File: config.mk
export PLATFORM = sky130hd
export DESIGN_NAME = supply_supervisor_watchdog
export DESIGN_NICKNAME = d
export VERILOG_FILES = /design/src/supervisor_pkg.sv /design/src/pin_sync.sv /design/src/supply_supervisor_watchdog.sv
export VERILOG_INCLUDE_DIRS = /design/src /design/src/src
export SDC_FILE = /design/constraint.sdc
export NUM_CORES = 1
export LEC_CHECK = 0
export BUFFER_PORTS_ARGS = -buffer_cell sky130_fd_sc_hd__buf_2
export CAP_MARGIN = 40
export CORE_MARGIN = 5
export CORE_UTILIZATION = 59
export DETAILED_ROUTE_END_ITERATION = 16
export PLACE_DENSITY_LB_ADDON = 0.12
export SETUP_SLACK_MARGIN = 0.02
export SLEW_MARGIN = 5
export SYNTH_ARGS = -nofsm -noshare
export SYNTH_HDL_FRONTEND = slang
export SYNTH_HIERARCHICAL = 1
export SYNTH_SLANG_ARGS = --single-unit
File: constraint.sdc
create_clock -name clock -period 5.04 [get_ports clock]
set_input_delay 0.756 -clock clock [delete_from_list [all_inputs] [get_ports clock]]
set_output_delay 0.756 -clock clock [all_outputs]
set_load 0.05 [all_outputs]
File: src/supervisor_defines.svh
`ifndef SUPERVISOR_DEFINES_SVH
`define SUPERVISOR_DEFINES_SVH
`define CLOCK_HZ 50000000
`define HOLD_MS 200
`define WDOG_MS 1600
`define WRITE_MS 5
`define GLITCH_NS 30
`define TICK_CYCLES (`CLOCK_HZ / 1000)
`define GLITCH_CYCLES ((`GLITCH_NS * 50 + 999) / 1000 + 1)
`endif

File: src/supervisor_pkg.sv
`default_nettype none
package supervisor_pkg;
	typedef enum logic [1:0] {
		SUP_POWERED_DOWN,
		SUP_HOLDING,
		SUP_RUNNING
	} sup_state_e;
	typedef enum logic [1:0] {
		MEM_IDLE,
		MEM_ACCESS,
		MEM_WRITING
	} mem_state_e;
	typedef struct packed {
		logic active_high_out;
		logic active_low_oe;
		logic aux_low_oe;
	} reset_pins_s;
	typedef struct packed {
		logic enable;
		logic abort;
		logic write_launch_ok;
	} mem_gate_s;
endpackage
`default_nettype wire

File: src/pin_sync.sv
`timescale 1ns/1ps
`default_nettype none
// two-flop synchroniser with glitch filter on the settled side
module pin_sync #(
	parameter int FILTER = 2
) (
	input wire logic clock,
	input wire logic rst,
	input wire logic enable,
	input wire logic raw,
	output logic filtered
);
	logic meta;
	logic settled;
	logic [7:0] run;
	logic [7:0] next_run;
	logic next_filtered;
	always_comb begin
		next_run = run;
		next_filtered = filtered;
		if (settled == filtered) begin
			next_run = 8'h00;
		end else if (run >= 8'(FILTER - 1)) begin
			next_run = 8'h00;
			next_filtered = settled;
		end else begin
			next_run = run + 8'h01;
		end
	end
	always_ff @(posedge clock) begin
		if (rst) begin
			meta <= 1'h1;
			settled <= 1'h1;
			run <= 8'h00;
			filtered <= 1'h1;
		end else if (enable) begin
			meta <= raw;
			settled <= meta;
			run <= next_run;
			filtered <= next_filtered;
		end
	end
endmodule
`default_nettype wire

File: src/supply_supervisor_watchdog.sv
`timescale 1ns/1ps
`default_nettype none
`include "supervisor_defines.svh"
module supply_supervisor_watchdog #(
	parameter int TICK_CYCLES = `TICK_CYCLES,
	parameter bit WATCHDOG_PRESENT = 1'h1
) (
	input wire logic clock,
	input wire logic rst,
	input wire logic clock_enable,
	input wire logic supply_ok,
	input wire logic aux_sense_input,
	input wire logic watchdog_toggle_input,
	input wire logic reset_pin_in,
	input wire logic mem_request,
	input wire logic mem_write_request,
	output logic reset_high_out,
	output logic reset_low_oe,
	output logic aux_low_flag_oe,
	output logic mem_enable,
	output logic mem_abort,
	output logic mem_busy,
	output logic mem_write_done
);
	localparam logic [15:0] HOLD_TICKS = 16'(`HOLD_MS);
	localparam logic [15:0] WDOG_TICKS = 16'(`WDOG_MS);
	localparam logic [15:0] WRITE_TICKS = 16'(`WRITE_MS);

	// reset stays asserted in every state but the running one
	function automatic logic holds_reset(input supervisor_pkg::sup_state_e s);
		holds_reset = (s != supervisor_pkg::SUP_RUNNING);
	endfunction
	// all timers here step by one millisecond tick
	function automatic logic [15:0] inc16(input logic [15:0] value);
		inc16 = value + 16'h0001;
	endfunction

	logic supply_f;
	logic aux_f;
	logic wdi_f;
	logic pin_f;
	// supply glitch rejection: 30 ns rounded up to whole cycles, plus one cycle
	pin_sync #(.FILTER(`GLITCH_CYCLES)) u_supply (
		.clock(clock), .rst(rst), .enable(clock_enable),
		.raw(supply_ok), .filtered(supply_f));
	pin_sync #(.FILTER(1)) u_aux (
		.clock(clock), .rst(rst), .enable(clock_enable),
		.raw(aux_sense_input), .filtered(aux_f));
	pin_sync #(.FILTER(1)) u_wdi (
		.clock(clock), .rst(rst), .enable(clock_enable),
		.raw(watchdog_toggle_input), .filtered(wdi_f));
	pin_sync #(.FILTER(1)) u_pin (
		.clock(clock), .rst(rst), .enable(clock_enable),
		.raw(reset_pin_in), .filtered(pin_f));

	// shared timebase: one pulse each millisecond
	logic [31:0] tick_count;
	logic [31:0] next_tick_count;
	logic tick;
	assign tick = (tick_count == 32'(TICK_CYCLES - 1));
	always_comb begin
		next_tick_count = tick ? 32'h00000000 : tick_count + 32'h00000001;
	end
	always_ff @(posedge clock) begin
		if (rst) begin
			tick_count <= 32'h00000000;
		end else if (clock_enable) begin
			tick_count <= next_tick_count;
		end
	end

	// edge memory for pin and watchdog input
	logic pin_prev;
	logic wdi_prev;
	logic pin_fall;
	logic wdi_edge;
	// our own drive of the pin must not read back as a manual reset
	assign pin_fall = pin_prev & ~pin_f & ~reset_low_oe;
	assign wdi_edge = wdi_prev ^ wdi_f;
	always_ff @(posedge clock) begin
		if (rst) begin
			pin_prev <= 1'h1;
			wdi_prev <= 1'h1;
		end else if (clock_enable) begin
			pin_prev <= pin_f;
			wdi_prev <= wdi_f;
		end
	end

	// watchdog counter
	logic [15:0] wdog_count;
	logic [15:0] next_wdog_count;
	logic wdog_expired;
	logic reset_active;
	logic next_reset_active;
	assign wdog_expired = WATCHDOG_PRESENT && (wdog_count >= WDOG_TICKS);
	always_comb begin
		next_wdog_count = wdog_count;
		if (!WATCHDOG_PRESENT || reset_active || wdi_edge) begin
			next_wdog_count = 16'h0000;
		end else if (tick && !wdog_expired) begin
			next_wdog_count = inc16(wdog_count);
		end
	end
	always_ff @(posedge clock) begin
		if (rst) begin
			wdog_count <= 16'h0000;
		end else if (clock_enable) begin
			wdog_count <= next_wdog_count;
		end
	end

	// reset state machine
	supervisor_pkg::sup_state_e state;
	supervisor_pkg::sup_state_e next_state;
	logic [15:0] hold_count;
	logic [15:0] next_hold_count;
	supervisor_pkg::reset_pins_s pins;
	supervisor_pkg::reset_pins_s next_pins;
	assign reset_active = holds_reset(state);
	always_comb begin
		next_state = state;
		next_hold_count = hold_count;
		case (state)
			supervisor_pkg::SUP_POWERED_DOWN: begin
				next_hold_count = 16'h0000;
				if (supply_f) begin
					next_state = supervisor_pkg::SUP_HOLDING;
				end
			end
			supervisor_pkg::SUP_HOLDING: begin
				if (!supply_f) begin
					next_state = supervisor_pkg::SUP_POWERED_DOWN;
				end else if (pin_fall) begin
					next_hold_count = 16'h0000;
				end else if (hold_count >= HOLD_TICKS) begin
					next_state = supervisor_pkg::SUP_RUNNING;
				end else if (tick) begin
					next_hold_count = inc16(hold_count);
				end
			end
			supervisor_pkg::SUP_RUNNING: begin
				next_hold_count = 16'h0000;
				if (!supply_f) begin
					next_state = supervisor_pkg::SUP_POWERED_DOWN;
				end else if (pin_fall || wdog_expired) begin
					next_state = supervisor_pkg::SUP_HOLDING;
				end
			end
			default: begin
				next_state = supervisor_pkg::SUP_POWERED_DOWN;
			end
		endcase
		// both polarities from the one reset state
		next_pins.active_high_out = holds_reset(next_state);
		next_pins.active_low_oe = holds_reset(next_state);
		next_pins.aux_low_oe = ~aux_f;
	end
	always_ff @(posedge clock) begin
		if (rst) begin
			state <= supervisor_pkg::SUP_POWERED_DOWN;
			hold_count <= 16'h0000;
			pins <= 3'h6;
		end else if (clock_enable) begin
			state <= next_state;
			hold_count <= next_hold_count;
			pins <= next_pins;
		end
	end
	assign reset_high_out = pins.active_high_out;
	assign reset_low_oe = pins.active_low_oe;
	assign aux_low_flag_oe = pins.aux_low_oe;
	// reset level that the outputs take at the coming edge
	assign next_reset_active = holds_reset(next_state);

	// memory gating; the write timer survives reset so a started write finishes
	supervisor_pkg::mem_state_e mem_state;
	supervisor_pkg::mem_state_e next_mem_state;
	logic [15:0] write_count;
	logic [15:0] next_write_count;
	supervisor_pkg::mem_gate_s gate;
	supervisor_pkg::mem_gate_s next_gate;
	logic next_busy;
	logic next_done;
	always_comb begin
		next_mem_state = mem_state;
		next_write_count = write_count;
		next_done = 1'h0;
		next_gate.abort = 1'h0;
		case (mem_state)
			supervisor_pkg::MEM_IDLE: begin
				if (!reset_active && mem_request) begin
					next_mem_state = supervisor_pkg::MEM_ACCESS;
				end
			end
			supervisor_pkg::MEM_ACCESS: begin
				if (reset_active) begin
					next_mem_state = supervisor_pkg::MEM_IDLE;
					next_gate.abort = 1'h1;
				end else if (mem_write_request && !next_reset_active) begin
					next_mem_state = supervisor_pkg::MEM_WRITING;
					next_write_count = 16'h0000;
				end else if (!mem_request) begin
					next_mem_state = supervisor_pkg::MEM_IDLE;
				end
			end
			supervisor_pkg::MEM_WRITING: begin
				if (write_count >= WRITE_TICKS) begin
					next_mem_state = supervisor_pkg::MEM_IDLE;
					next_done = 1'h1;
				end else if (tick) begin
					next_write_count = inc16(write_count);
				end
			end
			default: begin
				next_mem_state = supervisor_pkg::MEM_IDLE;
			end
		endcase
		// enable falls at the same edge as the reset outputs, never one cycle later
		next_gate.enable = !next_reset_active
			&& (next_mem_state == supervisor_pkg::MEM_ACCESS);
		next_gate.write_launch_ok = !next_reset_active;
		next_busy = (next_mem_state == supervisor_pkg::MEM_WRITING);
	end
	always_ff @(posedge clock) begin
		if (rst) begin
			mem_state <= supervisor_pkg::MEM_IDLE;
			write_count <= 16'h0000;
			gate <= 3'h0;
			mem_busy <= 1'h0;
			mem_write_done <= 1'h0;
		end else if (clock_enable) begin
			mem_state <= next_mem_state;
			write_count <= next_write_count;
			gate <= next_gate;
			mem_busy <= next_busy;
			mem_write_done <= next_done;
		end
	end
	assign mem_enable = gate.enable;
	assign mem_abort = gate.abort;

	// all checks run on the design clock and rest while rst is high
	chk_outputs_paired: assert property (@(posedge clock) disable iff (rst)
		reset_high_out == reset_low_oe) else $error("reset polarities differ");
	chk_aux_follows: assert property (@(posedge clock) disable iff (rst)
		clock_enable && $past(clock_enable) |-> aux_low_flag_oe == ~$past(aux_f))
		else $error("aux flag wrong");
	chk_mem_blocked: assert property (@(posedge clock) disable iff (rst)
		reset_low_oe |-> !mem_enable) else $error("memory enabled in reset");
	chk_abort_on_reset: assert property (@(posedge clock) disable iff (rst)
		clock_enable && mem_state == supervisor_pkg::MEM_ACCESS && reset_active
		|=> mem_abort) else $error("no abort");
	chk_abort_pulse: assert property (@(posedge clock) disable iff (rst)
		clock_enable && mem_abort |=> !mem_abort)
		else $error("abort longer than one cycle");
	chk_refuse_new: assert property (@(posedge clock) disable iff (rst)
		clock_enable && mem_state == supervisor_pkg::MEM_IDLE && reset_active
		|=> mem_state == supervisor_pkg::MEM_IDLE) else $error("access opened in reset");
	chk_write_kept: assert property (@(posedge clock) disable iff (rst)
		mem_state == supervisor_pkg::MEM_WRITING && write_count < WRITE_TICKS
		|=> mem_state == supervisor_pkg::MEM_WRITING) else $error("write aborted");
	chk_launch_gated: assert property (@(posedge clock) disable iff (rst)
		$rose(mem_busy) |-> gate.write_launch_ok && !reset_low_oe)
		else $error("write launched in reset");
	chk_done_pulse: assert property (@(posedge clock) disable iff (rst)
		clock_enable && mem_write_done |=> !mem_write_done)
		else $error("done longer than one cycle");
	chk_wdog_cleared: assert property (@(posedge clock) disable iff (rst)
		clock_enable && reset_active |=> wdog_count == 16'h0000)
		else $error("watchdog counts in reset");
	chk_wdog_edge: assert property (@(posedge clock) disable iff (rst)
		clock_enable && wdi_edge |=> wdog_count == 16'h0000)
		else $error("edge did not clear");
	chk_supply_drop: assert property (@(posedge clock) disable iff (rst)
		clock_enable && !supply_f |=> reset_low_oe) else $error("no reset on low supply");
	chk_hold_full: assert property (@(posedge clock) disable iff (rst)
		$rose(state == supervisor_pkg::SUP_RUNNING) |-> $past(hold_count) >= HOLD_TICKS)
		else $error("hold too short");
	chk_release_due: assert property (@(posedge clock) disable iff (rst)
		clock_enable && state == supervisor_pkg::SUP_HOLDING && supply_f && !pin_fall
		&& hold_count >= HOLD_TICKS |=> !reset_low_oe) else $error("reset not released");
	chk_wdog_fires: assert property (@(posedge clock) disable iff (rst)
		clock_enable && wdog_expired && supply_f && state == supervisor_pkg::SUP_RUNNING
		|=> state == supervisor_pkg::SUP_HOLDING) else $error("watchdog missed");
endmodule
`default_nettype wire

Yosys cells after proc, flatten, opt, wreduce, memory -nomap -nowiden
Index checks and enable logic that the tools add are counted.
- word-level logic and storage cells: 135
- input bits: 9
- output and inout port bits: 7
- bits in registers: 136
- reductions and logical operators: 22
- $lt $le $gt $ge: 7
- eq/ne operators: 20
- bitwise gates (word level): 10
- muxes and demuxes: 38
- add/subtract/negate cells: 8
- operators with widths (cell ; count):
    $mux 16 ; 10
    $mux 8 ; 8
    $pmux 16 s2 ; 2
    $add 16x1->16 const B ; 3
    $add 32x1->32 const B ; 1
    $add 8x1->8 const B ; 4
    $eq 32x16->1 const B ; 1
    $mux 32 ; 1
    $ge 8x1->1 const B ; 3
    $mux 2 ; 11
    $ge 16x11->1 const B ; 1
    $ge 16x3->1 const B ; 1
    $ge 16x8->1 const B ; 1
    $ne 2x2->1 const B ; 6
    $pmux 2 s3 ; 2
    $reduce_and 3->1 ; 4
    $ge 8x2->1 const B ; 1
    $not 1->1 ; 7
    $eq 2x1->1 const B ; 3
    $eq 2x2->1 const B ; 3
    $ne 3x3->1 const B ; 2
    $reduce_and 6->1 ; 1
    $reduce_bool 2->1 ; 3
    $reduce_and 5->1 ; 1
    other kinds (11) ; 25

Longest topological paths before layout
- depth after elaboration: 15
- gate-level depth with buffers: 8
- gate-level depth less buffers: 7

Modules after synthesis
The synthesis kept the hierarchy.
- modules (own cells, without submodules) (module ; sequential area each (µm²) ; area each (µm²) ; cells each ; instances):
    supply_supervisor_watchdog ; 1841.8 ; 4369.2 ; 498 ; 1
    pin_sync at u_supply ; 220.2 ; 584.3 ; 57 ; 1
    pin_sync at u_aux ... ; 60.1 ; 105.1 ; 9 ; 3

Worst setup path after synthesis
No wires, ideal clock.
- kind: register to register
- start point: register wdog_count[11]
- end point: register write_count[11]
- data required time: 4910 ps
- path slack: 2767 ps
- clock period less this slack: 2273 ps
- arrival: 2143 ps
- library setup time: 130 ps
- buffers on the path: 0
- stages on the path, launching flop included: 6
- cells stage by stage: dfxtp_1 -> or4_4 -> or3_4 -> or4_4 -> o31ai_4 -> a21oi_1
- word-level cells in the longest chain between the ends: 10
- ends and longest elaborated chain (item ; line ; RTL):
    start, declared ; supply_supervisor_watchdog.sv:91 ; logic [15:0] wdog_count;
    start signal, assigned ; supply_supervisor_watchdog.sv:109 ; wdog_count <= next_wdog_count;
    $ge 16x11->1 ; supply_supervisor_watchdog.sv:96 ; assign wdog_expired = WATCHDOG_PRESENT && (wdog_count >= WDOG_TICKS);
    $logic_or 1x1->1 ; supply_supervisor_watchdog.sv:146 ; end else if (pin_fall || wdog_expired) begin
    $mux 2 ; supply_supervisor_watchdog.sv:146 ;
    $mux 2 ; supply_supervisor_watchdog.sv:144 ; if (!supply_f) begin
    $pmux 2 s3 ; supply_supervisor_watchdog.sv:124 ; case (state)
    $ne 2x2->1 ; supply_supervisor_watchdog.sv:31 ; holds_reset = (s != supervisor_pkg::SUP_RUNNING);
    $logic_not 1->1 ; -- ;
    $logic_and 1x1->1 ; supply_supervisor_watchdog.sv:200 ; end else if (mem_write_request && !next_reset_active) begin
    $ne 2x2->1 (no line) ; -- ;
    $reduce_and 6->1 (no line) ; -- ;
    end signal, assigned ; supply_supervisor_watchdog.sv:234 ; write_count <= next_write_count;
    end, declared ; supply_supervisor_watchdog.sv:179 ; logic [15:0] write_count;
Every way passes these cells.
A chain may end at the register's enable or synchronous reset.

Worst setup path after layout
- start point: register write_count[8]
- end point: register write_count[1]
- word-level cells in the longest chain between the ends: 3
- ends and longest elaborated chain (item ; line ; RTL):
    $ge 16x3->1 ; supply_supervisor_watchdog.sv:208 ; if (write_count >= WRITE_TICKS) begin
    $ne 2x2->1 (no line) ; -- ;
    $reduce_and 6->1 (no line) ; -- ;
Every way passes these cells.

==> load_flow_metrics.sql <==
INSERT INTO impl_metrics (metric_group, metric, value, unit) VALUES
('pwr', 'power_switching_share', '23.9', '%'),
('sta', 'final-setup-viol-count', '0', ''),
('sta', 'final-max-slew-violation-count', '0', ''),
('cts', 'cts_setup_buffers', '0', ''),
('global_route', 'grt_antenna_before_repair', '0', ''),
('sta', 'timing.final.hold_violations', '0', ''),
('synth', 'syn_avg_cell_area', '9.05', 'um^2'),
('synth', 'synth_top_flop_cell', 'dfxtp_1', ''),
('layout', 'finish.net_count', '610', ''),
('detailed_routing', 'routed-via-count', '4166', ''),
('layout', 'final_core_util', '63.9', '%'),
('cts', 'post_cts_resize_count', '0', ''),
('detailed_routing', 'drt-pass1-iter-count', '5', ''),
('placed_design', 'hpwl', '6790', 'um'),
('synth', 'synth_area', '0.00527', 'mm^2'),
('placed_design', 'place.port_buffers', '15', ''),
('sta', 'tightest_pin_transition', '854', 'ps'),
('worst_setup_path', 'worstSetupEndpointType', 'flip-flop', ''),
('global_route', 'grt_overflow', '0', ''),
('global_route', 'grt_first_pass_wirelength', '17300', 'um'),
('synth', 'synth_async_sr_flop_share', '0', '%'),
('run', 'max_cap_viol_count', '0', ''),
('layout', 'drive_gt1_share', '9.41', '%'),
('sta', 'setup_ws', '2200', 'ps'),
('placed_design', 'numPlacedInstances', '688', ''),
('min_path', 'worstHoldPathType', 'reg -> reg', ''),
('layout', 'mostFrequentLayoutCell', 'dfxtp_1', ''),
('sta', 'max_freq', '352', 'MHz'),
('pwr', 'clockPowerShare', '33.3', '%'),
('global_route', 'track_usage', '18.4', '%'),
('synth', 'postSynthRegisterBits', '112', ''),
('pwr', 'p_switching', '351', 'uW'),
('cts', 'ctsLongestPathBuffers', '2', ''),
('detailed_routing', 'viasPerCell', '5.93', ''),
('worst_setup_path', 'critical_path_peak_fanout', '6', ''),
('synth', 'syn-instance-count', '582', ''),
('floorplan', 'floorplan.initialDensity', '60.4', '%'),
('cts', 'tritoncts.num_buffers', '9', ''),
('layout', 'diodes', '0', ''),
('pwr', 'share_seq_of_total_power', '61.6', '%'),
('placed_design', 'dp_slack', '2160', 'ps'),
('placed_design', 'place.gp.congestion', '0.863', ''),
('status', 'status', 'finished, final reports clean', ''),
('cts', 'clk-insertion-delay-late', '360', 'ps'),
('cts', 'tritoncts', 'yes', ''),
('synth', 'synth.lib_cells_used.distinct', '62', ''),
('worst_setup_path', 'cp_data_arrival_time', '3140', 'ps'),
('worst_setup_path', 'critical_path.startpoint_type', 'flip-flop', ''),
('pwr', 'comb_power_share', '5.1', '%'),
('pwr', 'power_leakage', '0.00194', 'uW'),
('global_route', 'grt_pass1_vias', '3729', ''),
('worst_setup_path', 'crit_required', '5330', 'ps'),
('floorplan', 'die-height', '105', 'um'),
('cts', 'clock_sink_count', '112', ''),
('sta', 'totalNegativeSetupSlack', '0', 'ps'),
('floorplan', 'design.die.area', '0.0109', 'mm^2'),
('cts', 'cts_htree_levels', '3', ''),
('floorplan', 'die_width', '105', 'um'),
('sta', 'maximum_clock_skew_at_final_layout', '13.0', 'ps'),
('synth', 'synthesis.nets', '601', ''),
('layout', 'instances_no_fill', '703', ''),
('sta', 'period_utilization_post_route', '56.4', '%'),
('floorplan', 'floorplan.rows', '34', ''),
('synth', 'share_of_the_yosys_chip_area_belonging_to_registers', '42.6', '%'),
('detailed_routing', 'routed_wire_length_per_instance', '14.2', 'um'),
('sta', 'final_period_minus_worst_setup_slack', '2840', 'ps'),
('detailed_routing', 'final_wl', '9970', 'um'),
('detailed_routing', 'dr.first_iter.drc_count', '264', ''),
('cts', 'cts.root.buffer_cell', 'clkbuf_8', ''),
('sta', 'max-slew-margin-rel', '42.3', '%'),
('synth', 'synth-edff-count', '0', '');
## state kept, by name, summed over array words and instances, names as in the netlist, 2 cells and up
name / cells
hold_count: 16
u_supply/run: 8
write_count: 16
wdog_count: 16
tick_count: 32
mem_state: 2
state: 2
## cell families (layout without fill, tap and decap cells)
group	after synthesis	after routing	synth area share, %
xor+xnor	34	34	5.65
buf+inv	44	57	4.08
compound gates	102	102	13.7
fa+ha+maj	10	10	2.37
simple gates	266	266	29.0
mux	14	14	2.66
flops	112	112	42.6
## synthesized netlist by cell type, types with 3 or more instances
cell type | instances | area (um^2)
clkbuf_8 | 4 | 55.1
clkbuf_1 | 13 | 48.8
nor3b_1 | 4 | 30.0
and4_1 | 13 | 114
nand3_1 | 19 | 95.1
or3_1 | 8 | 50.1
a211oi_1 | 4 | 30.0
inv_1 | 22 | 82.6
or4_1 | 5 | 37.5
ha_1 | 10 | 125
nand2b_1 | 13 | 81.3
nor4_4 | 3 | 63.8
o21ai_0 | 14 | 70.1
mux2i_1 | 14 | 140
a31oi_1 | 6 | 37.5
dfxtp_1 | 112 | 2240
a211o_1 | 12 | 105
xor2_1 | 12 | 105
nor2_1 | 50 | 188
nand4_1 | 20 | 125
nor3_1 | 20 | 100
and2_1 | 17 | 106
xnor2_1 | 22 | 193
a21oi_1 | 36 | 180
nor2b_1 | 14 | 87.6
nor4_1 | 11 | 68.8
nand2_1 | 43 | 161
and3_1 | 9 | 56.3
o31ai_1 | 7 | 52.6
o21a_1 | 5 | 37.5
## area by class of cell
cell class / count / area (um^2)
Clock buffer: 10 / 138
Multi-Input combinational cell: 426 / 2830
Fill cell: 751 / 3150
Inverter: 23 / 86.3
Sequential cell: 112 / 2240
Clock inverter: 5 / 40.0
Tap cell: 108 / 135
Timing Repair Buffer: 19 / 103
## final timing paths
kind / endpoint / cells past startpoint / from
setup / recovery: write_count[1] / 6 / write_count[8]
hold / removal: aux_low_flag_oe / 1 / u_aux/filtered
setup reg to reg: write_count[1] / 6 / write_count[8]
hold reg to reg: aux_low_flag_oe / 1 / u_aux/filtered
## critical path, cell delays in order (launching register included)
cell and delay (ps):
dfxtp_1 350, or4_1 530, nor4_1 460, nor4bb_1 820, buf_4 280, o21a_1 160, mux2i_1 180
## per-layer routing
| layer | global-route usage (%) | part of all wire (%) | up-vias |
|---|---|---|---|
| li1 | - | - | 2111 |
| met5 | 0 | 0 | - |
| met1 | 25.4 | 48 | 1997 |
| met2 | 29.0 | 48 | 54 |
| met4 | 4.07 | 0.45 | 0 |
| met3 | 4.78 | 2.9 | 4 |
## power by group through the flow
stage	Clock, uW	Combinational, uW	Sequential [uW]
CTS	508	75.8	904
detailed placement	0	75.2	924
global route	547	83.8	906
floorplan	0	53.6	926
finish	488	75.3	904
global placement	0	72.8	924
## metrics by stage
step	hold WS, ps	instance area, um^2
finish	458	5570
detailed placement	436	5390
floorplan	408	5270
global route	478	5570
CTS	459	5570
global placement	435	5390
No activity file was read; power rests on OpenSTA's default activity.
